$ cat config.mk
export PLATFORM = sky130hd
export DESIGN_NAME = ldrp_periph_flat
export DESIGN_NICKNAME = d
export VERILOG_FILES = /design/src/hdl/ldrp_pkg.sv /design/src/hdl/ldrp_if.sv /design/src/hdl/ldrp_periph.sv /design/src/flat_wrapper.sv
export SDC_FILE = /design/constraint.sdc
export NUM_CORES = 1
export LEC_CHECK = 0
export BUFFER_PORTS_ARGS = -buffer_cell sky130_fd_sc_hd__buf_4
export CAP_MARGIN = 30
export CORE_ASPECT_RATIO = 0.75
export CORE_UTILIZATION = 45
export CTS_CLUSTER_DIAMETER = 30
export DETAILED_ROUTE_END_ITERATION = 6
export SYNTH_ARGS = -nofsm -noshare
export SYNTH_HDL_FRONTEND = slang
export SYNTH_SLANG_ARGS = --single-unit
$ cat constraint.sdc
create_clock -name clock_i -period 2.7 [get_ports clock_i]
set_input_delay 0.675 -clock clock_i [delete_from_list [all_inputs] [get_ports clock_i]]
set_output_delay 0.675 -clock clock_i [all_outputs]
set_load 0.02 [all_outputs]
$ cat src/hdl/ldrp_pkg.sv
// package for the lpc dma read request block: field codes and timing counts
// assumes both ends run on the one lpc clock
package ldrp_pkg;
    localparam logic [3:0] LDRP_START      = 4'h0;
    localparam logic [1:0] LDRP_CYC_DMA    = 2'h2;
    localparam logic [1:0] LDRP_DIR_READ   = 2'h0;
    localparam logic [1:0] LDRP_SIZE_8     = 2'h0;
    localparam logic [3:0] LDRP_SYNC_MORE  = 4'h9;
    localparam logic [3:0] LDRP_SYNC_DONE  = 4'h0;
    localparam logic [3:0] LDRP_SYNC_WAIT  = 4'h5;
    localparam logic [3:0] LDRP_TAR_HIGH   = 4'hf;
    localparam int         LDRP_TC_BIT     = 3;
    localparam int         LDRP_WAIT_NUM   = 3;
    localparam int         LDRP_HOLDOFF    = 8;
    localparam int         LDRP_SYNC_LIMIT = 16;
endpackage : ldrp_pkg

$ cat src/hdl/ldrp_if.sv
// interface joining peripheral and host ends of the lpc dma link
// assumes the testbench resolves the nibble bus from the two enables
`timescale 1ns/1ps
interface ldrp_if;
    logic       req_n;
    logic       frame_n;
    logic [3:0] host_ad;
    logic       host_ad_oe;
    logic [3:0] dev_ad;
    logic       dev_ad_oe;
    logic [3:0] ad;
    modport dev  (output req_n, input frame_n, input ad, output dev_ad, output dev_ad_oe);
    modport host (input req_n, output frame_n, input ad, output host_ad, output host_ad_oe);
endinterface : ldrp_if

$ cat src/hdl/ldrp_periph.sv
// peripheral end: serial dma request and 8-bit dma read data capture
// assumes link pins synchronous to clock_i; bus level resolved outside
//
// Operation
// - request opens with one low start bit
// - three channel bits follow, msb first
// - active bit high, then one deassert clock
// - new request waits for sync 0000 and the hold-off
// - host opens cycle with frame and 0000
// - host sends read cycle type, 8-bit size
// - channel nibble acts as acknowledge
// - channel nibble top bit marks last byte
// - host sends two data nibbles, low first
// - host turnaround: 1111 then released
// - sync 1001 asks for more bytes
// - sync 0000 ends the transfer
// - three 0101 wait syncs precede final sync
// - peripheral turnaround: 1111 then release
// - channel state kept across foreign cycles
// - channels 5 to 7 use same request format
// - request held off eight clocks after 0000
`timescale 1ns/1ps
module ldrp_periph
    import ldrp_pkg::*;
#(
    parameter int DEPTH = 2
) (
    input  wire logic       clock_i,
    input  wire logic       rst_n_i,
    ldrp_if.dev             link,
    input  wire logic       want_i,
    input  wire logic [2:0] chan_i,
    output logic            busy_o,
    output logic [7:0]      data_o,
    output logic            data_last_o,
    output logic            data_valid_o,
    input  wire logic       data_ready_i
);
    if (DEPTH != 2) begin : g_depth_check
        $error("ldrp_periph: buffer depth must be 2");
    end

    typedef enum {ST_IDLE, ST_CYC, ST_CHAN, ST_SIZE, ST_D0, ST_D1, ST_TAR0, ST_TAR1,
                  ST_WAIT, ST_SYNC, ST_PTAR0, ST_PTAR1} ldrp_bus_t;
    typedef enum {RQ_IDLE, RQ_START, RQ_CH2, RQ_CH1, RQ_CH0, RQ_ACT, RQ_DEASSERT,
                  RQ_PEND, RQ_HOLD} ldrp_req_t;

    typedef struct packed {
        ldrp_req_t  rq;
        ldrp_bus_t  bus;
        logic       req_n;
        logic [2:0] chan;
        logic [3:0] hold;
        logic [3:0] wait_cnt;
        logic [3:0] lo_nib;
        logic       mine;
        logic       tc;
        logic [7:0] byte_v;
        logic [1:0] count;
        logic [8:0] buf0;
        logic [8:0] buf1;
        logic [3:0] ad_out;
        logic       ad_oe;
    } ldrp_state_t;

    ldrp_state_t s;
    ldrp_state_t next_s;
    logic        push;
    logic        pop;
    logic        room;

    assign room         = (s.count < 2'(DEPTH));
    assign data_valid_o = (s.count != 2'h0);
    assign pop          = data_valid_o && data_ready_i;
    assign data_o       = s.buf0[7:0];
    assign data_last_o  = s.buf0[8];
    assign busy_o       = (s.rq != RQ_IDLE);
    assign link.req_n   = s.req_n;
    assign link.dev_ad  = s.ad_out;
    assign link.dev_ad_oe = s.ad_oe;

    always_comb begin
        next_s = s;
        push   = 1'b0;
        // serial request shifter
        case (s.rq)
            RQ_IDLE: begin
                next_s.req_n = 1'b1;
                if (want_i) begin
                    next_s.chan  = chan_i;
                    next_s.req_n = 1'b0;
                    next_s.rq    = RQ_START;
                end
            end
            RQ_START: begin
                next_s.req_n = s.chan[2];
                next_s.rq    = RQ_CH2;
            end
            RQ_CH2: begin
                next_s.req_n = s.chan[1];
                next_s.rq    = RQ_CH1;
            end
            RQ_CH1: begin
                next_s.req_n = s.chan[0];
                next_s.rq    = RQ_CH0;
            end
            RQ_CH0: begin
                next_s.req_n = 1'b1;
                next_s.rq    = RQ_ACT;
            end
            RQ_ACT: begin
                next_s.req_n = 1'b1;
                next_s.rq    = RQ_DEASSERT;
            end
            RQ_DEASSERT: begin
                next_s.rq = RQ_PEND;
            end
            RQ_PEND: begin
                // pend until this channel ends with sync 0000
            end
            RQ_HOLD: begin
                next_s.hold = s.hold - 4'h1;
                if (s.hold == 4'h1) begin
                    next_s.rq = RQ_IDLE;
                end
            end
            default: next_s.rq = RQ_IDLE;
        endcase

        // lpc frame decoder
        next_s.ad_oe = 1'b0;
        case (s.bus)
            ST_IDLE: ;
            ST_CYC: begin
                // low bit of the cycle nibble is don't-care for a read
                if (link.ad[3:2] == LDRP_CYC_DMA && link.ad[1] == LDRP_DIR_READ[1]) begin
                    next_s.bus = ST_CHAN;
                end else begin
                    next_s.bus = ST_IDLE;
                end
            end
            ST_CHAN: begin
                next_s.mine = (s.rq == RQ_PEND) && (link.ad[2:0] == s.chan);
                next_s.tc   = link.ad[LDRP_TC_BIT];
                next_s.bus  = ST_SIZE;
            end
            ST_SIZE: begin
                next_s.bus = (link.ad[1:0] == LDRP_SIZE_8) ? ST_D0 : ST_IDLE;
                if (link.ad[1:0] != LDRP_SIZE_8) next_s.mine = 1'b0;
            end
            ST_D0: begin
                next_s.lo_nib = link.ad;
                next_s.bus    = ST_D1;
            end
            ST_D1: begin
                next_s.byte_v = {link.ad, s.lo_nib};
                next_s.bus    = ST_TAR0;
            end
            ST_TAR0: next_s.bus = ST_TAR1;
            ST_TAR1: begin
                next_s.bus = s.mine ? ST_WAIT : ST_IDLE;
                if (s.mine) begin
                    next_s.wait_cnt = 4'h0;
                    next_s.ad_out   = LDRP_SYNC_WAIT;
                    next_s.ad_oe    = 1'b1;
                end
            end
            ST_WAIT: begin
                next_s.ad_oe = 1'b1;
                next_s.ad_out = LDRP_SYNC_WAIT;
                if (s.wait_cnt == 4'(LDRP_WAIT_NUM - 1) && room) begin
                    // stalls in wait syncs while the buffer is full
                    next_s.ad_out = s.tc ? LDRP_SYNC_DONE : LDRP_SYNC_MORE;
                    next_s.bus    = ST_SYNC;
                    push          = 1'b1;
                end else if (s.wait_cnt != 4'(LDRP_WAIT_NUM - 1)) begin
                    next_s.wait_cnt = s.wait_cnt + 4'h1;
                end
            end
            ST_SYNC: begin
                next_s.ad_out = LDRP_TAR_HIGH;
                next_s.ad_oe  = 1'b1;
                next_s.bus    = ST_PTAR0;
                if (s.tc) begin
                    next_s.rq   = RQ_HOLD;
                    next_s.hold = 4'(LDRP_HOLDOFF);
                end
            end
            ST_PTAR0: next_s.bus = ST_PTAR1;
            ST_PTAR1: next_s.bus = ST_IDLE;
            default:  next_s.bus = ST_IDLE;
        endcase
        // frame with start nibble restarts the decoder anywhere
        if (!link.frame_n) begin
            next_s.bus   = (link.ad == LDRP_START) ? ST_CYC : ST_IDLE;
            next_s.ad_oe = 1'b0;
        end

        // two-entry output buffer
        case ({push, pop})
            2'b10: begin
                if (s.count == 2'h0) next_s.buf0 = {s.tc, s.byte_v};
                else next_s.buf1 = {s.tc, s.byte_v};
                next_s.count = s.count + 2'h1;
            end
            2'b01: begin
                next_s.buf0  = s.buf1;
                next_s.count = s.count - 2'h1;
            end
            2'b11: begin
                if (s.count == 2'h1) next_s.buf0 = {s.tc, s.byte_v};
                else begin
                    next_s.buf0 = s.buf1;
                    next_s.buf1 = {s.tc, s.byte_v};
                end
            end
            default: ;
        endcase
    end

    always_ff @(posedge clock_i or negedge rst_n_i) begin
        if (!rst_n_i) begin
            s       <= '0;
            s.rq    <= RQ_IDLE;
            s.bus   <= ST_IDLE;
            s.req_n <= 1'b1;
            s.ad_out <= LDRP_TAR_HIGH;
        end else begin
            s <= next_s;
        end
    end
endmodule : ldrp_periph

$ cat src/flat_wrapper.sv
// flat-port wrapper written by rule: the top's interface ports become plain ports
module ldrp_periph_flat import ldrp_pkg::*;
#(
    parameter int DEPTH = 2
)
  (clock_i, rst_n_i, want_i, chan_i, busy_o, data_o, data_last_o, data_valid_o, data_ready_i, link_req_n, link_frame_n, link_ad, link_dev_ad, link_dev_ad_oe);
  ldrp_if link_i ();
  input  wire logic clock_i;
  input  wire logic rst_n_i;
  input  wire logic want_i;
  input  wire logic [2:0] chan_i;
  output logic busy_o;
  output logic [7:0] data_o;
  output logic data_last_o;
  output logic data_valid_o;
  input  wire logic data_ready_i;
  output wire logic [$bits(link_i.req_n)-1:0] link_req_n;
  input wire logic [$bits(link_i.frame_n)-1:0] link_frame_n;
  input wire logic [$bits(link_i.ad)-1:0] link_ad;
  output wire logic [$bits(link_i.dev_ad)-1:0] link_dev_ad;
  output wire logic [$bits(link_i.dev_ad_oe)-1:0] link_dev_ad_oe;
  assign link_req_n = link_i.req_n;
  assign link_i.frame_n = link_frame_n;
  assign link_i.ad = link_ad;
  assign link_dev_ad = link_i.dev_ad;
  assign link_dev_ad_oe = link_i.dev_ad_oe;
  ldrp_periph #(.DEPTH(DEPTH)) u_core (.clock_i(clock_i), .rst_n_i(rst_n_i), .link(link_i), .want_i(want_i), .chan_i(chan_i), .busy_o(busy_o), .data_o(data_o), .data_last_o(data_last_o), .data_valid_o(data_valid_o), .data_ready_i(data_ready_i));
endmodule
==> impl_metrics.py, run 1 <==
metrics = {
    "synth": {
        "ys.warnings.count": 0,
        "netlist_area_sq_um": 3670,
        "ys.flop_type": "dfrtp_1",
        "synth_edf_count": 0,
        "async_flop_share_pct": 100,
        "ys_types": 50,
        "avgSynthCellArea_sq_um": 12.0,
        "synth-seq-area-share_pct": 59.5,
        "ys_seq_elements": 87,
        "syn_inst": 307,
    },
    "die": {
        "coreArea_sq_um": 7880,
        "rows": 28,
        "initial_core_util_pct": 46.6,
        "die_h_microns": 80.2,
        "die_w_microns": 106,
        "ios": 29,
        "fp.dieArea_sq_um": 8530,
    },
    "clocking": {
        "htreeDepth": 3,
        "cts_inserted_buffers": 9,
        "clk_latency_ns": 0.35,
        "path_clk_slew_ns": 0.08,
        "cts_hold_buf": 0,
        "cts_tree": "built",
        "cts.sinks": 87,
        "cts_root_buf": "clkbuf_8",
        "cts_max_path_buffers": 2,
    },
    "routing": {
        "firstDrtPassIters": 4,
        "wire_per_inst_microns": 12.9,
        "drtIter0Drc": 116,
        "dr_total_vias": 2316,
        "vias_per_cell": 4.95,
        "route.detailed.drc": 0,
        "wl_microns": 6060,
        "ant_nets": 0,
    },
    "timing": {
        "final-hold-violation-count": 0,
        "min_period_ns": 2.59,
        "finalClockSkew_ns": 0.00838,
        "fmax_mhz": 387,
        "slew_viol_final": 0,
        "slew_headroom_pct": 57.9,
        "setup_viol_count_final": 0,
        "final.period_utilization_pct": 95.8,
        "tns_ns": 0,
        "worst_pin_slew_ns": 0.631,
    },
    "setup_path": {
        "cp.required_ns": 2.03,
        "r2r_cells": 10,
        "cp_top_family": "simple AND/OR/NAND/NOR gates",
        "crit_path_frequent_cell": "buf_4",
        "path_max_fanout": 3,
        "slowest_delay_ns": 0.54,
        "slowest_stage": "or4_4",
        "critical_path_depth": 5,
        "worst-setup-path-type": "flop to output pin",
        "end_kind": "output pin",
        "worstSetupStartpointType": "flop",
        "crit_chain": "or4_4 > nor4_2 > buf_4 > nand3_1 > buf_4",
        "crit_buf_inv": 2,
        "cp.arrival_ns": 1.91,
    },
    "cells_and_area": {
        "mostFrequentLayoutCell": "dfrtp_1",
        "finish.net_count": 379,
        "drive_gt1_share_pct": 24.8,
        "most-common-layout-cells": "82 x dfrtp_1, 37 x buf_4, 28 x conb_1, 25 x nand2_1, 25 x mux2_2",
        "area_delta_synth_final_pct": 16.4,
        "postLayoutCellArea_sq_um": 4270,
        "antenna_cells": 0,
        "final_cells": 468,
    },
    "global_route": {
        "grt_pass1_wl_microns": 10500,
        "gr-total-overflow": 0,
        "track_usage_pct": 16.2,
        "antenna_found_initial": 0,
        "grt_pass1_vias": 2118,
        "grt_max_degree": 46,
    },
    "place": {
        "io_buffer_count": 28,
        "place_area_sq_um": 4050,
        "gp_congestion": 0.759,
        "hpwl_microns": 4230,
        "dp_cells": 451,
    },
    "min_path": {
        "hp-class": "input pin to async pin",
    },
    "power": {
        "leakagePower_uw": 0.00202,
        "power.density_nw_per_um2": 614,
        "vdd_drop_max_mv": 0.277,
    },
    "run": {
        "maxCapViolCount": 0,
    },
    "outcome": {
        "status": "completed",
    },
}
path summary, 6_finish.rpt:
path | from | endpoint | slack [ns]
setup / recovery | u_core.s[90] | busy_o | 0.11
hold / removal | rst_n_i | u_core.s[114] | 0.30
setup reg to reg | u_core.s[39] | u_core.data_o[6] | 0.33
hold reg to reg | u_core.link.dev_ad[3] | u_core.link.dev_ad[3] | 0.47
max in group asynchronous | rst_n_i | u_core.link.dev_ad[0] | 1.73
min in group clock_i | u_core.link.dev_ad[3] | u_core.link.dev_ad[3] | 0.47
cells in the mapped netlist (3+ instances only):
cell | instances | area, sq um
dfrtp_1 | 82 | 2050
mux2_2 | 25 | 282
nand2_1 | 25 | 93.8
o21ai_0 | 22 | 110
buf_4 | 12 | 90.1
clkbuf_1 | 10 | 37.5
inv_1 | 10 | 37.5
a22oi_1 | 9 | 67.6
ha_1 | 9 | 113
nand3_1 | 8 | 40.0
nor2_1 | 8 | 30.0
a21oi_1 | 6 | 30.0
nor4_1 | 6 | 37.5
or4_1 | 6 | 45.0
dfstp_2 | 5 | 131
nand4_1 | 5 | 31.3
nor3_1 | 5 | 25.0
xnor2_1 | 5 | 43.8
nor3b_1 | 4 | 30.0
and2_1 | 3 | 18.8
nor2b_1 | 3 | 18.8
o31ai_1 | 3 | 22.5
or3_1 | 3 | 18.8
per-layer routing:
metal / GRT usage (%) / wire length [microns] / vias to the layer above
met1: 23.9 / 3130 / 1109
li1: - / - / 1153
met5: 0 / 0 / -
met2: 21.9 / 2490 / 44
met4: 5.42 / 87 / 0
met3: 5.44 / 348 / 10
kinds of logic (layout without fill, tap and decap cells):
logic type | Yosys count | after routing | share of synthesized area, %
xor gates and xnor gates | 7 | 7 | 1.67
buffers and inverters | 35 | 64 | 5.04
other | 1 | 28 | 0.102
DFF | 87 | 87 | 59.5
AOI/OAI and AO/OA | 50 | 50 | 8.42
muxes | 27 | 27 | 8.21
adders and majority gates | 9 | 9 | 3.07
and+or+nand+nor | 91 | 91 | 14.0
power breakdown:
group | switching (uW) | internal [uW] | leakage [uW]
clock | 426 | 501 | 0.000109
sequential | 38.5 | 1360 | 0.00112
combinational | 183 | 118 | 0.000789
total | 647 | 1980 | 0.00202
registers in the layout, indices dropped and copies added, names as in the netlist:
name / flops
u_core.link.dev_ad_oe: 1
u_core.data_last_o: 1
u_core.data_o: 8
u_core.link.req_n: 1
u_core.s: 72
u_core.link.dev_ad: 4
area by class of cell:
| class | count | area (sq um) |
|---|---|---|
| clock inverters | 3 | 40.0 |
| flip-flops and latches | 87 | 2180 |
| fillers | 714 | 3610 |
| multi-input cells | 212 | 1420 |
| well taps | 105 | 131 |
| repair buffers | 38 | 298 |
| clock buffers | 13 | 169 |
| inverters | 10 | 37.5 |
through the flow:
step / hold WS [ns] / total power, uW / worst slack, ns / utilization (%)
floorplan: 0.379 / 1600 / 0.209 / -
global placement: 0.460 / 1720 / 0.419 / 51.3
detailed placement: 0.464 / 1730 / 0.382 / 51.3
CTS: 0.311 / 2660 / 0.0503 / 54.0
global route: 0.327 / 2750 / -0.000993 / 54.2
finish: 0.297 / 2630 / 0.115 / 54.2
repair_timing:
| action | CTS | global route |
|---|---|---|
| resized for setup | 0 | 2 |
| setup endpoints to repair | 0 | 1 |
| setup buffers | 0 | 1 |
| hold endpoints to repair | 0 | 0 |
(Power assumes the default switching activity.)
==> run 2: changes to the inputs <==
Clock period 2.7 ns to 3.27 ns, I/O delays scaled along.
==> run 2 against run 1 <==
Non-clock buffer count is 7 lower. Utilization is 1.0 points lower. Worst setup slack better by 0.13 ns.
==> impl_metrics.py, run 2 (synthesis results as in run 1) <==
metrics = {
    "setup_path": {
        "r2r-start": "u_core.s[39]",
        "crit_start": "u_core.s[88]",
        "end_kind": "output pin",
        "reg2reg_slack_ns": 0.60,
        "r2r_cells": 8,
        "path_max_fanout": 4,
        "r2r_end": "u_core.s[9]",
        "cp.arrival_ns": 2.21,
        "worstSetupStartpointType": "flop",
        "worst-setup-path-type": "flop to output pin",
        "cp.required_ns": 2.45,
    },
    "die": {
        "rows": 28,
        "die_w_microns": 106,
        "ios": 29,
        "fp.dieArea_sq_um": 8530,
        "coreArea_sq_um": 7880,
        "initial_core_util_pct": 46.6,
        "die_h_microns": 80.2,
    },
    "timing": {
        "worst_pin_slew_ns": 0.614,
        "setup_viol_count_final": 0,
        "final.period_utilization_pct": 92.4,
        "fmax_mhz": 331,
        "rsz0062_at_grt": "false",
        "tns_ns": 0,
        "slew_headroom_pct": 58.5,
        "final-hold-violation-count": 0,
        "finalClockSkew_ns": 0.0118,
        "min_period_ns": 3.02,
        "slew_viol_final": 0,
    },
    "cells_and_area": {
        "drive_gt1_share_pct": 23.0,
        "area_delta_synth_final_pct": 14.2,
        "antenna_cells": 0,
        "most-common-layout-cells": "82 x dfrtp_1, 30 x buf_4, 28 x conb_1, 25 x nand2_1, 25 x mux2_2",
        "largest_reg_flops": 72,
        "mostFrequentLayoutCell": "dfrtp_1",
        "regArea_sq_um": 2180,
        "nFillCells": 707,
        "regMostFlops": "u_core.s",
        "postLayoutCellArea_sq_um": 4190,
        "multi_input_area_sq_um": 1410,
        "finish.net_count": 372,
    },
    "run": {
        "maxCapViolCount": 0,
    },
    "min_path": {
        "hp-class": "input pin to async pin",
    },
    "routing": {
        "wire_per_inst_microns": 13.2,
        "ant_nets": 0,
        "vias_per_cell": 4.94,
        "wl_microns": 6070,
        "dr_total_vias": 2276,
        "route.detailed.drc": 0,
        "firstDrtPassIters": 4,
        "drtIter0Drc": 98,
    },
    "power": {
        "p_comb_share_pct": 11.5,
        "clockPowerShare_pct": 33.4,
        "leakagePower_uw": 0.00196,
        "vdd_drop_max_mv": 0.317,
        "switching_share_pct": 27.3,
        "intPower_uw": 1520,
        "power.switching_uw": 574,
        "pwr-share-seq_pct": 55.0,
        "power.density_nw_per_um2": 500,
    },
    "global_route": {
        "grt_pass1_wl_microns": 10400,
        "antenna_found_initial": 0,
        "gr-total-overflow": 0,
        "track_usage_pct": 16.0,
        "grt_pass1_vias": 2139,
        "grt_max_degree": 50,
    },
    "clocking": {
        "path_clk_slew_ns": 0.09,
        "cts_inserted_buffers": 9,
        "clk_latency_ns": 0.35,
        "cts_resized": 0,
        "cts_tree": "built",
        "htreeDepth": 3,
        "cts_root_buf": "clkbuf_8",
        "cts.sinks": 87,
        "post_cts_buffers": 0,
        "cts_max_path_buffers": 2,
        "cts_hold_buf": 0,
    },
    "place": {
        "io_buffer_count": 28,
        "hpwl_microns": 4300,
        "place_area_sq_um": 4000,
        "gp_congestion": 0.757,
    },
    "outcome": {
        "status": "completed",
    },
}
## run 2: area by class of cell
type                    count  share of cell area [%]
inverters                  10                   0.895
repair buffers             31                    5.85
clock inverters             6                    1.25
well taps                 105                    3.13
clock buffers              10                    3.28
multi-input cells         212                    33.5
flip-flops and latches     87                    52.1
## run 2: layer usage
layer / GRT usage [%] / vias up / routed length (microns)
met3: 5.52 / 6 / 293
li1: - / 1135 / -
met1: 24.2 / 1087 / 3240
met2: 21.2 / 48 / 2480
met5: 0 / - / 0
met4: 4.58 / 0 / 51
## run 2: power by group through the flow
| stage | Clock [uW] | Combinational [uW] | Sequential [uW] |
|---|---|---|---|
| after detailed placement | 0 | 245 | 1180 |
| after global placement | 0 | 242 | 1180 |
| final | 701 | 242 | 1160 |
| after floorplan | 0 | 155 | 1170 |
| after CTS | 730 | 246 | 1160 |
| after global routing | 772 | 277 | 1160 |
## run 2: worst max path at each step
stage / end / slack [ns] / depth (start not counted)
floorplan: u_core.s[10] / 0.78 / 8
global placement: u_core.s[6] / 0.66 / 8
detailed placement: busy_o / 0.63 / 4
CTS: busy_o / 0.22 / 4
global route: busy_o / 0.07 / 4
finish: busy_o / 0.25 / 4
## run 2: metrics by stage
step	total power, uW	cells	util, %	hold slack, ns	worst slack [ns]
after floorplan	1320	334	-	0.447	0.779
after global placement	1420	445	50.8	0.459	0.662
after detailed placement	1420	445	50.8	0.463	0.627
after CTS	2130	461	53.2	0.476	0.220
after global routing	2210	461	53.2	0.497	0.0732
final	2100	461	53.2	0.458	0.247
## run 2: worst max-delay path, stage by stage, from the launching register on
cell,delay (ns)
dfrtp_1,0.38
or4_4,0.53
nor4_1,0.57
nand3_1,0.18
buf_4,0.20
==> run 3: changes to the inputs <==
Settings changed: PLACE_DENSITY from default to 0.71.
==> run 3 against run 2 <==
Clock power rose by 11%. Worst setup slack improved by 0.057 ns. First-iteration DRC count rose by 43%. Routed wire length grew 5.7%. Largest power group unchanged. Sequential share of layout area decreased by 0.19 points. Flip-flop and latch count unchanged. Global-route usage up 1.0 points. Register-to-register slack got worse by 0.02 ns. Die area did not move. Critical path depth is the same.
==> impl_metrics.py, run 3 (synthesis results as in run 1) <==
metrics = {
    "outcome": {
        "status": "completed",
    },
    "routing": {
        "wl_microns": 6420,
        "drtIter0Drc": 140,
        "wire_per_inst_microns": 13.9,
        "ant_nets": 0,
        "dr_total_vias": 2311,
        "route.detailed.drc": 0,
        "firstDrtPassIters": 4,
        "vias_per_cell": 5.00,
    },
    "clocking": {
        "cts_root_buf": "clkbuf_8",
        "post_cts_buffers": 0,
        "cts_resized": 0,
        "path_clk_slew_ns": 0.09,
        "cts_tree": "built",
        "cts_max_path_buffers": 2,
        "cts_inserted_buffers": 9,
        "clk_latency_ns": 0.36,
        "cts.sinks": 87,
        "cts_hold_buf": 0,
        "htreeDepth": 3,
    },
    "setup_path": {
        "worst-setup-path-type": "flop to output pin",
        "path_max_fanout": 4,
        "worstSetupStartpointType": "flop",
        "end_kind": "output pin",
        "cp.required_ns": 2.45,
        "cp.arrival_ns": 2.15,
    },
    "die": {
        "fp.dieArea_sq_um": 8530,
        "initial_core_util_pct": 46.6,
        "ios": 29,
        "die_h_microns": 80.2,
        "rows": 28,
        "die_w_microns": 106,
        "coreArea_sq_um": 7880,
    },
    "cells_and_area": {
        "area_delta_synth_final_pct": 14.6,
        "regMostFlops": "u_core.s",
        "mostFrequentLayoutCell": "dfrtp_1",
        "antenna_cells": 0,
        "drive_gt1_share_pct": 23.2,
        "nFillCells": 679,
        "finish.net_count": 373,
        "regArea_sq_um": 2180,
        "multi_input_area_sq_um": 1410,
        "largest_reg_flops": 72,
        "most-common-layout-cells": "82 x dfrtp_1, 32 x buf_4, 28 x conb_1, 25 x nand2_1, 25 x mux2_2",
    },
    "global_route": {
        "track_usage_pct": 17.0,
        "grt_pass1_vias": 2300,
        "grt_pass1_wl_microns": 11000,
        "antenna_found_initial": 0,
        "grt_max_degree": 48,
        "gr-total-overflow": 0,
    },
    "timing": {
        "final-hold-violation-count": 0,
        "rsz0062_at_grt": "false",
        "slew_headroom_pct": 54.1,
        "worst_pin_slew_ns": 0.687,
        "min_period_ns": 2.97,
        "setup_viol_count_final": 0,
        "final.period_utilization_pct": 90.7,
        "slew_viol_final": 0,
        "tns_ns": 0,
        "fmax_mhz": 337,
        "finalClockSkew_ns": 0.0112,
    },
    "power": {
        "leakagePower_uw": 0.00198,
        "power.density_nw_per_um2": 517,
        "vdd_drop_max_mv": 0.314,
        "finalPower_uw": 2180,
    },
    "place": {
        "gp_congestion": 0.721,
        "io_buffer_count": 28,
        "hpwl_microns": 4460,
    },
    "run": {
        "maxCapViolCount": 0,
    },
    "min_path": {
        "hp-class": "input pin to async pin",
    },
}
run 3: final cells by class:
class | instances | area share, %
flip-flops and latches | 87 | 51.9
multi-input cells | 212 | 33.4
repair buffers | 32 | 5.71
clock buffers | 10 | 3.27
well taps | 105 | 3.12
clock inverters | 6 | 1.72
inverters | 10 | 0.892
run 3: report_power, final:
| part | switching (uW) | leakage [uW] | internal [uW] |
|---|---|---|---|
| clock | 394 | 0.000110 | 386 |
| combinational | 149 | 0.000750 | 94.3 |
| sequential | 31.2 | 0.00112 | 1120 |
run 3: critical path, cell delays in order (launching register included):
cell and delay (ns):
dfrtp_1 0.37, or4_4 0.53, nor4_1 0.53, nand3_1 0.17, buf_4 0.19
run 3: per-layer routing:
layer / track usage, % / wire length, microns / vias up
met5: 0 / 0 / -
met4: 5.83 / 88 / 0
met3: 5.28 / 263 / 8
met2: 25.5 / 2900 / 50
met1: 23.4 / 3170 / 1108
li1: - / - / 1145
run 3: worst paths after layout:
check	startpoint	endpoint	slack, ns	cells after the start
hold / removal	rst_n_i	u_core.s[24]	0.45	1
hold reg to reg	u_core.data_o[4]	u_core.data_o[4]	0.48	2
setup reg to reg	u_core.s[39]	u_core.s[8]	0.58	8
min in group clock_i	u_core.data_o[4]	u_core.data_o[4]	0.48	2
max in group asynchronous	rst_n_i	u_core.link.dev_ad[3]	2.02	2
setup / recovery	u_core.s[88]	busy_o	0.30	4
run 3: stage by stage:
step | hold slack (ns) | instance area (sq um) | utilization (%) | setup WS, ns | instances
2_1_floorplan | 0.447 | 3770 | - | 0.779 | 334
3_3_place_gp | 0.465 | 4000 | 50.7 | 0.697 | 446
3_5_place_dp | 0.471 | 4000 | 50.7 | 0.611 | 446
4_1_cts | 0.459 | 4210 | 53.4 | 0.276 | 462
5_1_grt | 0.482 | 4210 | 53.4 | 0.0936 | 462
6_report | 0.454 | 4210 | 53.4 | 0.304 | 462
